[src/pkg/timer_defines.svh]
// Purpose: register offsets, field positions, reset values and timing counts of the timer
// Assumes: byte-wide registers on a plain strobe port
// Notes: definitions only
`ifndef TIMER_DEFINES_SVH
`define TIMER_DEFINES_SVH

`define ADDR_PRESCALER_VALUE 8'hd2
`define ADDR_COUNTER_VALUE 8'hd3
`define ADDR_TIMER_STATUS_CONTROL 8'hd4
`define ADDR_IRQ_STATUS 8'hd5
`define ADDR_IRQ_MASK 8'hd6

`define RST_PRESCALER_VALUE 7'h7f
`define RST_COUNTER_VALUE 8'hff
`define RST_TIMER_STATUS_CONTROL 8'h00

`define BIT_UNDERFLOW 7
`define BIT_INT_ENABLE 6
`define BIT_PIN_DIR 5
`define BIT_DATA_OUT 4
`define BIT_RUN 3
`define TAP_MSB 2
`define TAP_LSB 0

`define IRQ_BIT_UNDERFLOW 0
`define IRQ_BIT_PIN_EDGE 1

`define CLOCK_PERIOD_NS 50
`define INT_DIVIDE 12

`endif

[src/pkg/timer_pkg.sv]
// Purpose: types shared by the timer design
// Assumes: nothing beyond the defines header
// Notes: modes follow the direction and data bits
`default_nettype none
package timer_pkg;
	typedef enum logic [1:0] {
		mode_event_count = 2'h0,
		mode_gated = 2'h1,
		mode_out_low = 2'h3,
		mode_out_high = 2'h2
	} timer_mode_t;
endpackage : timer_pkg
`default_nettype wire

[src/logic/fint_divider.sv]
// Purpose: one-cycle tick every INT_DIVIDE clocks (internal frequency / 12)
// Assumes: single clock, synchronous reset
// Notes: tick is registered
`include "timer_defines.svh"
`default_nettype none
module fint_divider (
	// Clock and reset
	input wire logic mclk,
	input wire logic rst,
	// Tick out
	output logic tick_q
);
	logic [3:0] cnt_q;

	always_ff @(posedge mclk) begin
		if (rst) begin
			cnt_q <= 4'h0;
			tick_q <= 1'b0;
		end else if (cnt_q == 4'(`INT_DIVIDE - 1)) begin
			cnt_q <= 4'h0;
			tick_q <= 1'b1;
		end else begin
			cnt_q <= cnt_q + 4'h1;
			tick_q <= 1'b0;
		end
	end
endmodule : fint_divider
`default_nettype wire

[src/logic/prescaled_down_timer.sv]
// Purpose: 8-bit down-counter behind a 7-bit prescaler with timer pin modes
// Assumes: one clock mclk, synchronous active-high reset rst
// Notes: extra irq status/mask registers sit at 0xd5 and 0xd6
//
// The implementer's own choice: the address-and-strobe port.
`include "timer_defines.svh"
`default_nettype none
module prescaled_down_timer (
	// Clock and reset
	input wire logic mclk,
	input wire logic rst,
	// Register port
	input wire logic [7:0] addr,
	input wire logic [7:0] wdata,
	input wire logic wr_en,
	input wire logic rd_en,
	output logic [7:0] rdata_q,
	// Timer pin
	input wire logic timer_pin_in,
	output logic timer_pin_out_q,
	output logic timer_pin_oe_q,
	// Interrupts
	output logic timer_irq_q,
	output logic wakeup_q,
	output logic irq_q
);
	// Pin sampling
	logic pin_meta_q;
	logic pin_sync_q;
	logic pin_prev_q;
	// Timer state
	logic fint_tick;
	logic [6:0] presc_q;
	logic [7:0] count_q;
	// Control register fields
	logic flag_q;
	logic ie_q;
	logic dir_q;
	logic dout_q;
	logic run_q;
	logic [2:0] tap_q;
	logic [1:0] irq_stat_q;
	logic [1:0] irq_mask_q;
	logic src_tick;
	logic pin_rise;
	logic tap_tick;
	logic underflow;
	logic flag_rise;
	logic flag_prev_q;
	logic wr_ctl;
	logic wr_cnt;
	logic wr_psc;
	timer_pkg::timer_mode_t mode;
	// Irq status sources and strobes
	logic [1:0] irq_event;
	logic wr_stat;
	logic wr_mask;

	function automatic logic hit(input logic [7:0] a, input logic [7:0] target);
		hit = (a == target);
	endfunction : hit

	// Tap n fires on source ticks where the low n prescaler bits are zero
	function automatic logic tap_fire(input logic [6:0] p, input logic [2:0] n);
		logic [6:0] m;
		case (n)
			3'h0: m = 7'h00;
			3'h1: m = 7'h01;
			3'h2: m = 7'h03;
			3'h3: m = 7'h07;
			3'h4: m = 7'h0f;
			3'h5: m = 7'h1f;
			3'h6: m = 7'h3f;
			3'h7: m = 7'h7f;
			default: m = 7'h00;
		endcase
		tap_fire = ((p & m) == 7'h00);
	endfunction : tap_fire

	// Register write strobes
	assign wr_ctl = wr_en && hit(addr, `ADDR_TIMER_STATUS_CONTROL);
	assign wr_cnt = wr_en && hit(addr, `ADDR_COUNTER_VALUE);
	assign wr_psc = wr_en && hit(addr, `ADDR_PRESCALER_VALUE);

	// Internal tick, one in twelve clocks
	fint_divider u_fint (
		.mclk(mclk),
		.rst(rst),
		.tick_q(fint_tick)
	);

	// Pin synchroniser
	always_ff @(posedge mclk) begin
		if (rst) begin
			pin_meta_q <= 1'b0;
			pin_sync_q <= 1'b0;
		end else begin
			pin_meta_q <= timer_pin_in;
			pin_sync_q <= pin_meta_q;
		end
	end

	// Edge detect stage, reads only the synchronised pin
	always_ff @(posedge mclk) begin
		if (rst) begin
			pin_prev_q <= 1'b0;
		end else begin
			pin_prev_q <= pin_sync_q;
		end
	end

	// Rising edge of the synchronised pin; mode from direction and data
	assign pin_rise = pin_sync_q && !pin_prev_q;
	assign mode = timer_pkg::timer_mode_t'({dir_q, dir_q ^ dout_q});

	// Prescaler clock source per mode
	always_comb begin
		case (mode)
			timer_pkg::mode_event_count: src_tick = pin_rise;
			timer_pkg::mode_gated: src_tick = fint_tick && pin_sync_q;
			timer_pkg::mode_out_low: src_tick = fint_tick;
			timer_pkg::mode_out_high: src_tick = fint_tick;
			default: src_tick = 1'b0;
		endcase
	end

	// Counter clock from the selected tap; a write to the counter blocks the underflow
	assign tap_tick = run_q && src_tick && tap_fire(presc_q, tap_q);
	assign underflow = tap_tick && (count_q == 8'h00) && !wr_cnt;

	// Prescaler
	always_ff @(posedge mclk) begin
		if (rst) begin
			presc_q <= `RST_PRESCALER_VALUE;
		end else if (!run_q) begin
			presc_q <= `RST_PRESCALER_VALUE;
		end else if (wr_psc) begin
			presc_q <= wdata[6:0];
		end else if (src_tick) begin
			presc_q <= presc_q - 7'h01;
		end
	end

	// Counter; a write wins over a decrement
	always_ff @(posedge mclk) begin
		if (rst) begin
			count_q <= `RST_COUNTER_VALUE;
		end else if (wr_cnt) begin
			count_q <= wdata;
		end else if (tap_tick) begin
			count_q <= count_q - 8'h01;
		end
	end

	// Control bits
	always_ff @(posedge mclk) begin
		if (rst) begin
			ie_q <= 1'b0;
			dir_q <= 1'b0;
			dout_q <= 1'b0;
			run_q <= 1'b0;
			tap_q <= 3'h0;
		end else if (wr_ctl) begin
			ie_q <= wdata[`BIT_INT_ENABLE];
			dir_q <= wdata[`BIT_PIN_DIR];
			dout_q <= wdata[`BIT_DATA_OUT];
			run_q <= wdata[`BIT_RUN];
			tap_q <= wdata[`TAP_MSB:`TAP_LSB];
		end
	end

	// Underflow flag: hardware only sets, set beats a software clear
	always_ff @(posedge mclk) begin
		if (rst) begin
			flag_q <= 1'b0;
		end else if (underflow) begin
			flag_q <= 1'b1;
		end else if (wr_ctl) begin
			flag_q <= wdata[`BIT_UNDERFLOW];
		end
	end

	// Edge detect on the flag
	always_ff @(posedge mclk) begin
		if (rst) begin
			flag_prev_q <= 1'b0;
		end else begin
			flag_prev_q <= flag_q;
		end
	end

	assign flag_rise = flag_q && !flag_prev_q;

	// Timer pin enable follows the direction bit
	always_ff @(posedge mclk) begin
		if (rst) begin
			timer_pin_oe_q <= 1'b0;
		end else begin
			timer_pin_oe_q <= dir_q;
		end
	end

	// Timer pin level changes only on a flag rise
	always_ff @(posedge mclk) begin
		if (rst) begin
			timer_pin_out_q <= 1'b0;
		end else if (flag_rise) begin
			timer_pin_out_q <= dout_q;
		end
	end

	// Interrupt sources, one status bit each
	assign irq_event[`IRQ_BIT_UNDERFLOW] = flag_rise;
	assign irq_event[`IRQ_BIT_PIN_EDGE] = pin_rise;
	assign wr_stat = wr_en && hit(addr, `ADDR_IRQ_STATUS);
	assign wr_mask = wr_en && hit(addr, `ADDR_IRQ_MASK);

	// Irq mask
	always_ff @(posedge mclk) begin
		if (rst) begin
			irq_mask_q <= 2'h0;
		end else if (wr_mask) begin
			irq_mask_q <= wdata[1:0];
		end
	end

	// Sticky irq status, write one to clear, set wins
	for (genvar g = 0; g < 2; g++) begin : g_irq_stat
		always_ff @(posedge mclk) begin
			if (rst) begin
				irq_stat_q[g] <= 1'b0;
			end else if (irq_event[g]) begin
				irq_stat_q[g] <= 1'b1;
			end else if (wr_stat && wdata[g]) begin
				irq_stat_q[g] <= 1'b0;
			end
		end
	end

	// Timer request, held while enable and flag are both set
	always_ff @(posedge mclk) begin
		if (rst) begin
			timer_irq_q <= 1'b0;
		end else begin
			timer_irq_q <= ie_q && flag_q;
		end
	end

	// Wake-up request for the low-power states
	always_ff @(posedge mclk) begin
		if (rst) begin
			wakeup_q <= 1'b0;
		end else begin
			wakeup_q <= ie_q && flag_q;
		end
	end

	// Summary irq over the unmasked status bits
	always_ff @(posedge mclk) begin
		if (rst) begin
			irq_q <= 1'b0;
		end else begin
			irq_q <= |(irq_stat_q & irq_mask_q);
		end
	end

	// Read data, one cycle after the strobe
	always_ff @(posedge mclk) begin
		if (rst) begin
			rdata_q <= 8'h00;
		end else if (rd_en) begin
			case (addr)
				`ADDR_PRESCALER_VALUE: rdata_q <= {1'b0, presc_q};
				`ADDR_COUNTER_VALUE: rdata_q <= count_q;
				`ADDR_TIMER_STATUS_CONTROL: rdata_q <= {flag_q, ie_q, dir_q, dout_q,
					run_q, tap_q};
				`ADDR_IRQ_STATUS: rdata_q <= {6'h00, irq_stat_q};
				`ADDR_IRQ_MASK: rdata_q <= {6'h00, irq_mask_q};
				default: rdata_q <= 8'h00;
			endcase
		end else begin
			rdata_q <= 8'h00;
		end
	end
endmodule : prescaled_down_timer
`default_nettype wire

[config.mk]
export PLATFORM = sky130hd
export DESIGN_NAME = prescaled_down_timer
export DESIGN_NICKNAME = d
export VERILOG_FILES = /design/src/pkg/timer_pkg.sv /design/src/logic/fint_divider.sv /design/src/logic/prescaled_down_timer.sv
export VERILOG_INCLUDE_DIRS = /design/src /design/src/pkg
export SDC_FILE = /design/constraint.sdc
export NUM_CORES = 1
export LEC_CHECK = 0
export BUFFER_PORTS_ARGS = -buffer_cell sky130_fd_sc_hd__buf_2
export CELL_PAD_IN_SITES_DETAIL_PLACEMENT = 1
export CELL_PAD_IN_SITES_GLOBAL_PLACEMENT = 1
export CORE_UTILIZATION = 40
export DETAILED_ROUTE_END_ITERATION = 8
export HOLD_SLACK_MARGIN = 0.1
export PLACE_DENSITY_LB_ADDON = 0.1
export SLEW_MARGIN = 20
export SYNTH_ARGS = -nofsm -noshare
export SYNTH_HDL_FRONTEND = slang
export SYNTH_SLANG_ARGS = --single-unit
[constraint.sdc]
create_clock -name mclk -period 1.72 [get_ports mclk]
set_input_delay 0.172 -clock mclk [delete_from_list [all_inputs] [get_ports mclk]]
set_output_delay 0.172 -clock mclk [all_outputs]
set_load 0.05 [all_outputs]
==> Word-level counts from Yosys, hierarchy flattened <==
Memory sizes are Yosys's and may differ from the RTL's. A register that Yosys moved wholly into a read port is not among the register bits.
Index checks and enable logic that the tools add are counted.
Widths: inputs -> output; s select.
{ "word_totals": {"register_bits": 48, "latch_bits": 0, "ram_bits": 0, "mem_bits_ro": 56, "out_inout_bits": 13, "elab_cells": 86, "n_memories": 1} }
{ "mem_list": {"columns": ["name", "words", "word_bits", "read_ports", "rd_ports_with_merged_regs", "write_ports", "line", "rtl"], "rows": [
  ["(no name shown)", 8, 7, 1, 1, 0, "prescaled_down_timer.sv:66", "case (n)"]
]} }
{ "classes": {"n_addsub": 3, "multipliers": 0, "div_mod_pow": 0, "order_cmp": 0, "n_eq_ne": 9, "shifts": 0, "mux": 15, "bitwise_logic": 5, "reduce_logical": 31} }
{ "ops": {"columns": ["op", "count"], "rows": [
  ["$eq 8x8->1 const B", 5],
  ["$pmux 8 s5", 1],
  ["$mux 8", 2],
  ["$logic_and 1x1->1", 15],
  ["$mux 7", 2],
  ["$reduce_bool 2->1", 5],
  ["$reduce_or 2->1", 5],
  ["$logic_not 8->1", 1],
  ["$sub 8x1->8 const B", 1],
  ["$and 7x7->7", 1],
  ["$logic_not 7->1", 1],
  ["$mux 1", 7],
  ["$sub 7x1->7 const B", 1],
  ["$mux 3", 2],
  ["$add 4x1->4 const B", 1],
  ["$eq 2x2->1 const B", 2],
  ["$eq 4x4->1 const B", 1],
  ["$logic_not 1->1", 3],
  ["$pmux 1 s3", 1],
  ["$and 2x2->2", 1],
  ["$eq 2x1->1 const B", 1],
  ["$logic_not 2->1", 1],
  ["$not 1->1", 2],
  ["$xor 1x1->1", 1]
]} }

==> Depth between registers and ports, before layout <==
{ "logic_depth": {"word_depth": 9, "depth_mapped": 6, "mapped_depth_nobuf": 5} }

==> Cells and area by module <==
From an unflattened synthesis, not the netlist that was laid out.
{ "unflattened": {"cells_unflattened": 312, "area_unflattened_um2": 2813.9} }
{ "modules_own_cells": {"columns": ["module", "instances", "cells_per_inst", "area_each_um2", "seq_area_each_um2"], "rows": [
  ["prescaled_down_timer", 1, 294, 2615.0, 1001.0],
  ["fint_divider", 1, 18, 198.9, 100.1]
]} }

==> Least setup slack after synthesis <==
No wires, ideal clock.
{ "synth_timing": {"kind": "register to register", "from": "reg count_q[2]", "to": "reg count_q[7]", "setup_ns": 0.137, "arrival_time_ns": 1.573, "required_time_ns": 1.583, "slack_ns": 0.010, "path_stages_with_launch": 5, "path_buffers": 0, "path_cell_list": "dfxtp_1 -> or4_4 -> or4b_1 -> nor4_1 -> a311oi_1"} }
{ "synth_via": {"elab_chain_len": 3} }
{ "synth_lines": {"columns": ["item", "line", "rtl"], "rows": [
  ["start: declaration", "prescaled_down_timer.sv:34", "logic [7:0] count_q;"],
  ["start signal: assignment", "prescaled_down_timer.sv:147", "count_q <= `RST_COUNTER_VALUE;"],
  ["start signal: assignment", "prescaled_down_timer.sv:149", "count_q <= wdata;"],
  ["start signal: assignment", "prescaled_down_timer.sv:151", "count_q <= count_q - 8'h01;"],
  ["$sub 8x1->8", "prescaled_down_timer.sv:151", null],
  ["$mux 8", "prescaled_down_timer.sv:150", "end else if (tap_tick) begin"],
  ["$mux 8", "prescaled_down_timer.sv:148", "end else if (wr_cnt) begin"]
]} }
Every way passes these cells. The select of a mux whose other input is x is not followed.
A chain may end at the register's enable or synchronous reset.

==> Worst setup path after layout <==
Same ends and word-level chain as after synthesis.

==> impl_metrics.json <==
{
  "ios": 34,
  "clkLatencyLatePin_ns": 0.33,
  "reg2reg_slack_ns": 0.007,
  "clkSinkCount": 55,
  "synth_top_family_by_area": "simple AND/OR/NAND/NOR gates",
  "crit_chain": "or4_4 > or4b_4 > nor4_4 > a311oi_1",
  "hp-start": "wdata[4]",
  "grt_pass1_vias": 2515,
  "r2r-end": "count_q[7]",
  "maxSlewHeadroom_pct": 72.7,
  "syn-instance-count": 310,
  "fillers": 815,
  "synth-compound-area-share_pct": 15.2,
  "place.port_buffers": 33,
  "route.detailed.drc": 0,
  "slowest_stage": "or4_4",
  "rows": 30,
  "seq_area_frac_synth_pct": 39.5,
  "fin_crit_ns": 1.71,
  "coreArea_um2": 6760,
  "power_frac_comb_pct": 9.5,
  "worstSetupStartpointType": "register",
  "p_leak_nw": 1.34,
  "syn_nets": 335,
  "cp.required_ns": 1.92,
  "grt_max_degree": 25,
  "grt.overflow.total": 0,
  "grt_pass1_wl_mm": 13.0,
  "synth.most_common_cell": "dfxtp_1",
  "ir_drop_mv": 0.444,
  "r2r_start": "count_q[2]",
  "ys.flop_type": "dfxtp_1",
  "arrival_ns": 1.92,
  "synth_top_cell_by_area": "dfxtp_1",
  "worstHoldEndpoint": "dout_q",
  "end_kind": "register",
  "die_x_um": 85.5,
  "routedWlPerCell_um": 17.9,
  "worstRegToRegCells": 4,
  "synth-simple-area-share_pct": 29.9,
  "worstSetupPathType": "reg -> reg",
  "dp_hpwl_mm": 6.23,
  "synthMuxAreaShare_pct": 7.98,
  "p_seq_share_pct": 53.4,
  "synth-xor-area-share_pct": 1.26,
  "cts.htree.levels": 2,
  "slowest_delay_ns": 0.55,
  "fmax_mhz": 584,
  "antenna_found_initial": 0,
  "die_h_um": 85.5,
  "async_flop_share_pct": 0,
  "finalSetupViolCount": 0,
  "slew_violations": 0,
  "final_antenna_net_count": 0,
  "pwr-share-clk_pct": 37.2,
  "layout-area-overhead-vs-synth_pct": 22.3,
  "clk_pin_slew_worst_paths_ns": 0.11,
  "drive_above_1_share_pct": 27.6,
  "power_mw": 2.48,
  "cts_made_buffers": 5,
  "maxCapViolations": 0,
  "synth_warnings": 0,
  "switching_share_pct": 24.3,
  "grt_usage_pct": 23.4,
  "routabilityCongestion": 0.871,
  "die_area_um2": 7310,
  "start_util_pct": 41.3,
  "power_density_nw_per_um2": 726,
  "ys_top_cells_by_count": "dfxtp_1, nor2_1, mux2i_1, nor3_1, a21oi_1",
  "syn_area_per_cell_um2": 9.00,
  "n_antenna_cell": 0,
  "yosys-top-cells-area": "dfxtp_1, mux2i_1, nor2_1",
  "vias": 2593,
  "holdCritPathClass": "in -> reg",
  "worst_pin_slew_ns": 0.400,
  "drt_pass1_iterations": 4,
  "wl_mm": 8.11,
  "status": "finished clean",
  "synthDistinctLibCells": 62,
  "finClkSkew_ns": 0.0161,
  "power.switching_mw": 0.602,
  "hold_violations": 0,
  "routed_via_density": 5.72,
  "synth_enable_flop_cells": 0,
  "synth-adder-area-share_pct": 1.79,
  "place_ws_ns": 0.00912,
  "cts_setup_buffers": 0,
  "drt-initial-drc-count": 124,
  "cts-root-buf": "clkbuf_8",
  "grt_setup_unrepaired": "yes",
  "worst_hold_path.num_cells": 3,
  "cts_tree": "yes",
  "startpoint": "count_q[2]",
  "fin_nets": 397,
  "crit_fanout": 4,
  "tns_ns": 0,
  "synth_seq_cells": 55,
  "fin_crit_sh_pct": 99.6,
  "final.setup.worst_slack_ns": 0.00672,
  "p_int_mw": 1.88,
  "cts_buffer_depth": 2,
  "yosysTopAreaCellShare_pct": 39.5,
  "syn_area_um2": 2790
}
-- cell families after synthesis --
kind of cell / count (synthesis)
AO/OA/AOI/OAI: 59
XOR/XNOR: 4
adder cells (fa/ha/maj): 4
buffers and inverters: 25
flip-flops: 55
multiplexers: 22
AND/OR/NAND/NOR: 141
-- routing by layer --
layer	up-vias	wire length [um]	GRT usage, %
met4	0	131	6.52
met3	13	307	3.37
met1	1267	3860	31.6
li1	1263	-	-
met5	-	0	0
met2	50	3810	39.1
-- layout make-up --
type	instances	area (um2)	share of cell area [%]
flip-flops and latches	55	1100	32.3
repair buffers	73	468	13.7
multi-input cells	230	1600	46.9
inverters	7	26.3	0.770
clock inverters	2	35.0	1.03
clock buffers	6	82.6	2.42
well taps	80	100	2.93
-- through the flow --
| stage | hold slack (ns) | instance area (um2) | util (%) | std cells |
|---|---|---|---|---|
| after detailed placement | 0.397 | 3250 | 48.1 | 444 |
| after CTS | 0.141 | 3380 | 50.0 | 453 |
| final | 0.141 | 3410 | 50.5 | 453 |
| after floorplan | 0.294 | 2790 | - | 310 |
| after global routing | 0.161 | 3410 | 50.5 | 453 |
| after global placement | 0.387 | 3250 | 48.1 | 444 |
-- critical path: cells and delay by family (launching register included) --
| kind | cells | cell delay, ns |
|---|---|---|
| and+or+nand+nor | 3 | 1.19 |
| DFF | 1 | 0.33 |
| AOI/OAI and AO/OA | 1 | 0.06 |
-- cell usage in the layout, fill, tap and decap left out, types with 3 or more instances in the layout --
| cell | count |
|---|---|
| a211oi_1 | 3 |
| o311a_1 | 3 |
| clkbuf_8 | 6 |
| buf_2 | 33 |
| buf_4 | 39 |
| mux2i_1 | 20 |
| nor4_1 | 6 |
| dfxtp_1 | 55 |
| nor2_1 | 41 |
| a221oi_1 | 4 |
| nand3_1 | 3 |
| o211ai_1 | 3 |
| inv_1 | 7 |
| or2_2 | 5 |
| o21ai_0 | 7 |
| nand2_1 | 12 |
| a22oi_1 | 3 |
| ha_1 | 4 |
| nor2b_1 | 7 |
| nand3b_1 | 7 |
| nor3b_1 | 4 |
| nand4_1 | 4 |
| a21oi_1 | 16 |
| nand2b_1 | 5 |
| nor3_2 | 3 |
| nor3_1 | 19 |
-- worst max-delay path by stage --
| stage | to | cells after the start | slack (ns) |
|---|---|---|---|
| floorplan | count_q[7] | 4 | 0.01 |
| finish | count_q[7] | 4 | 0.007 |
| global placement | count_q[7] | 4 | 0.04 |
| CTS | count_q[7] | 4 | -0.005 |
| detailed placement | presc_q[4] | 5 | 0.009 |
| global route | count_q[7] | 4 | -0.07 |
-- repair_timing --
action,CTS,global route
hold buffers,1,0
resized for setup,0,7
pin swaps,0,1
hold endpoints to repair,1,0
setup endpoints to repair,1,4
-- power groups by stage --
stage	Combinational [mW]	Sequential (mW)	Clock (mW)
final	0.235	1.32	0.921
after detailed placement	0.231	1.35	0
after CTS	0.234	1.32	0.945
after global routing	0.257	1.33	0.978
after global placement	0.226	1.35	0
after floorplan	0.130	1.35	0
Power figures use the tool's default switching activity.
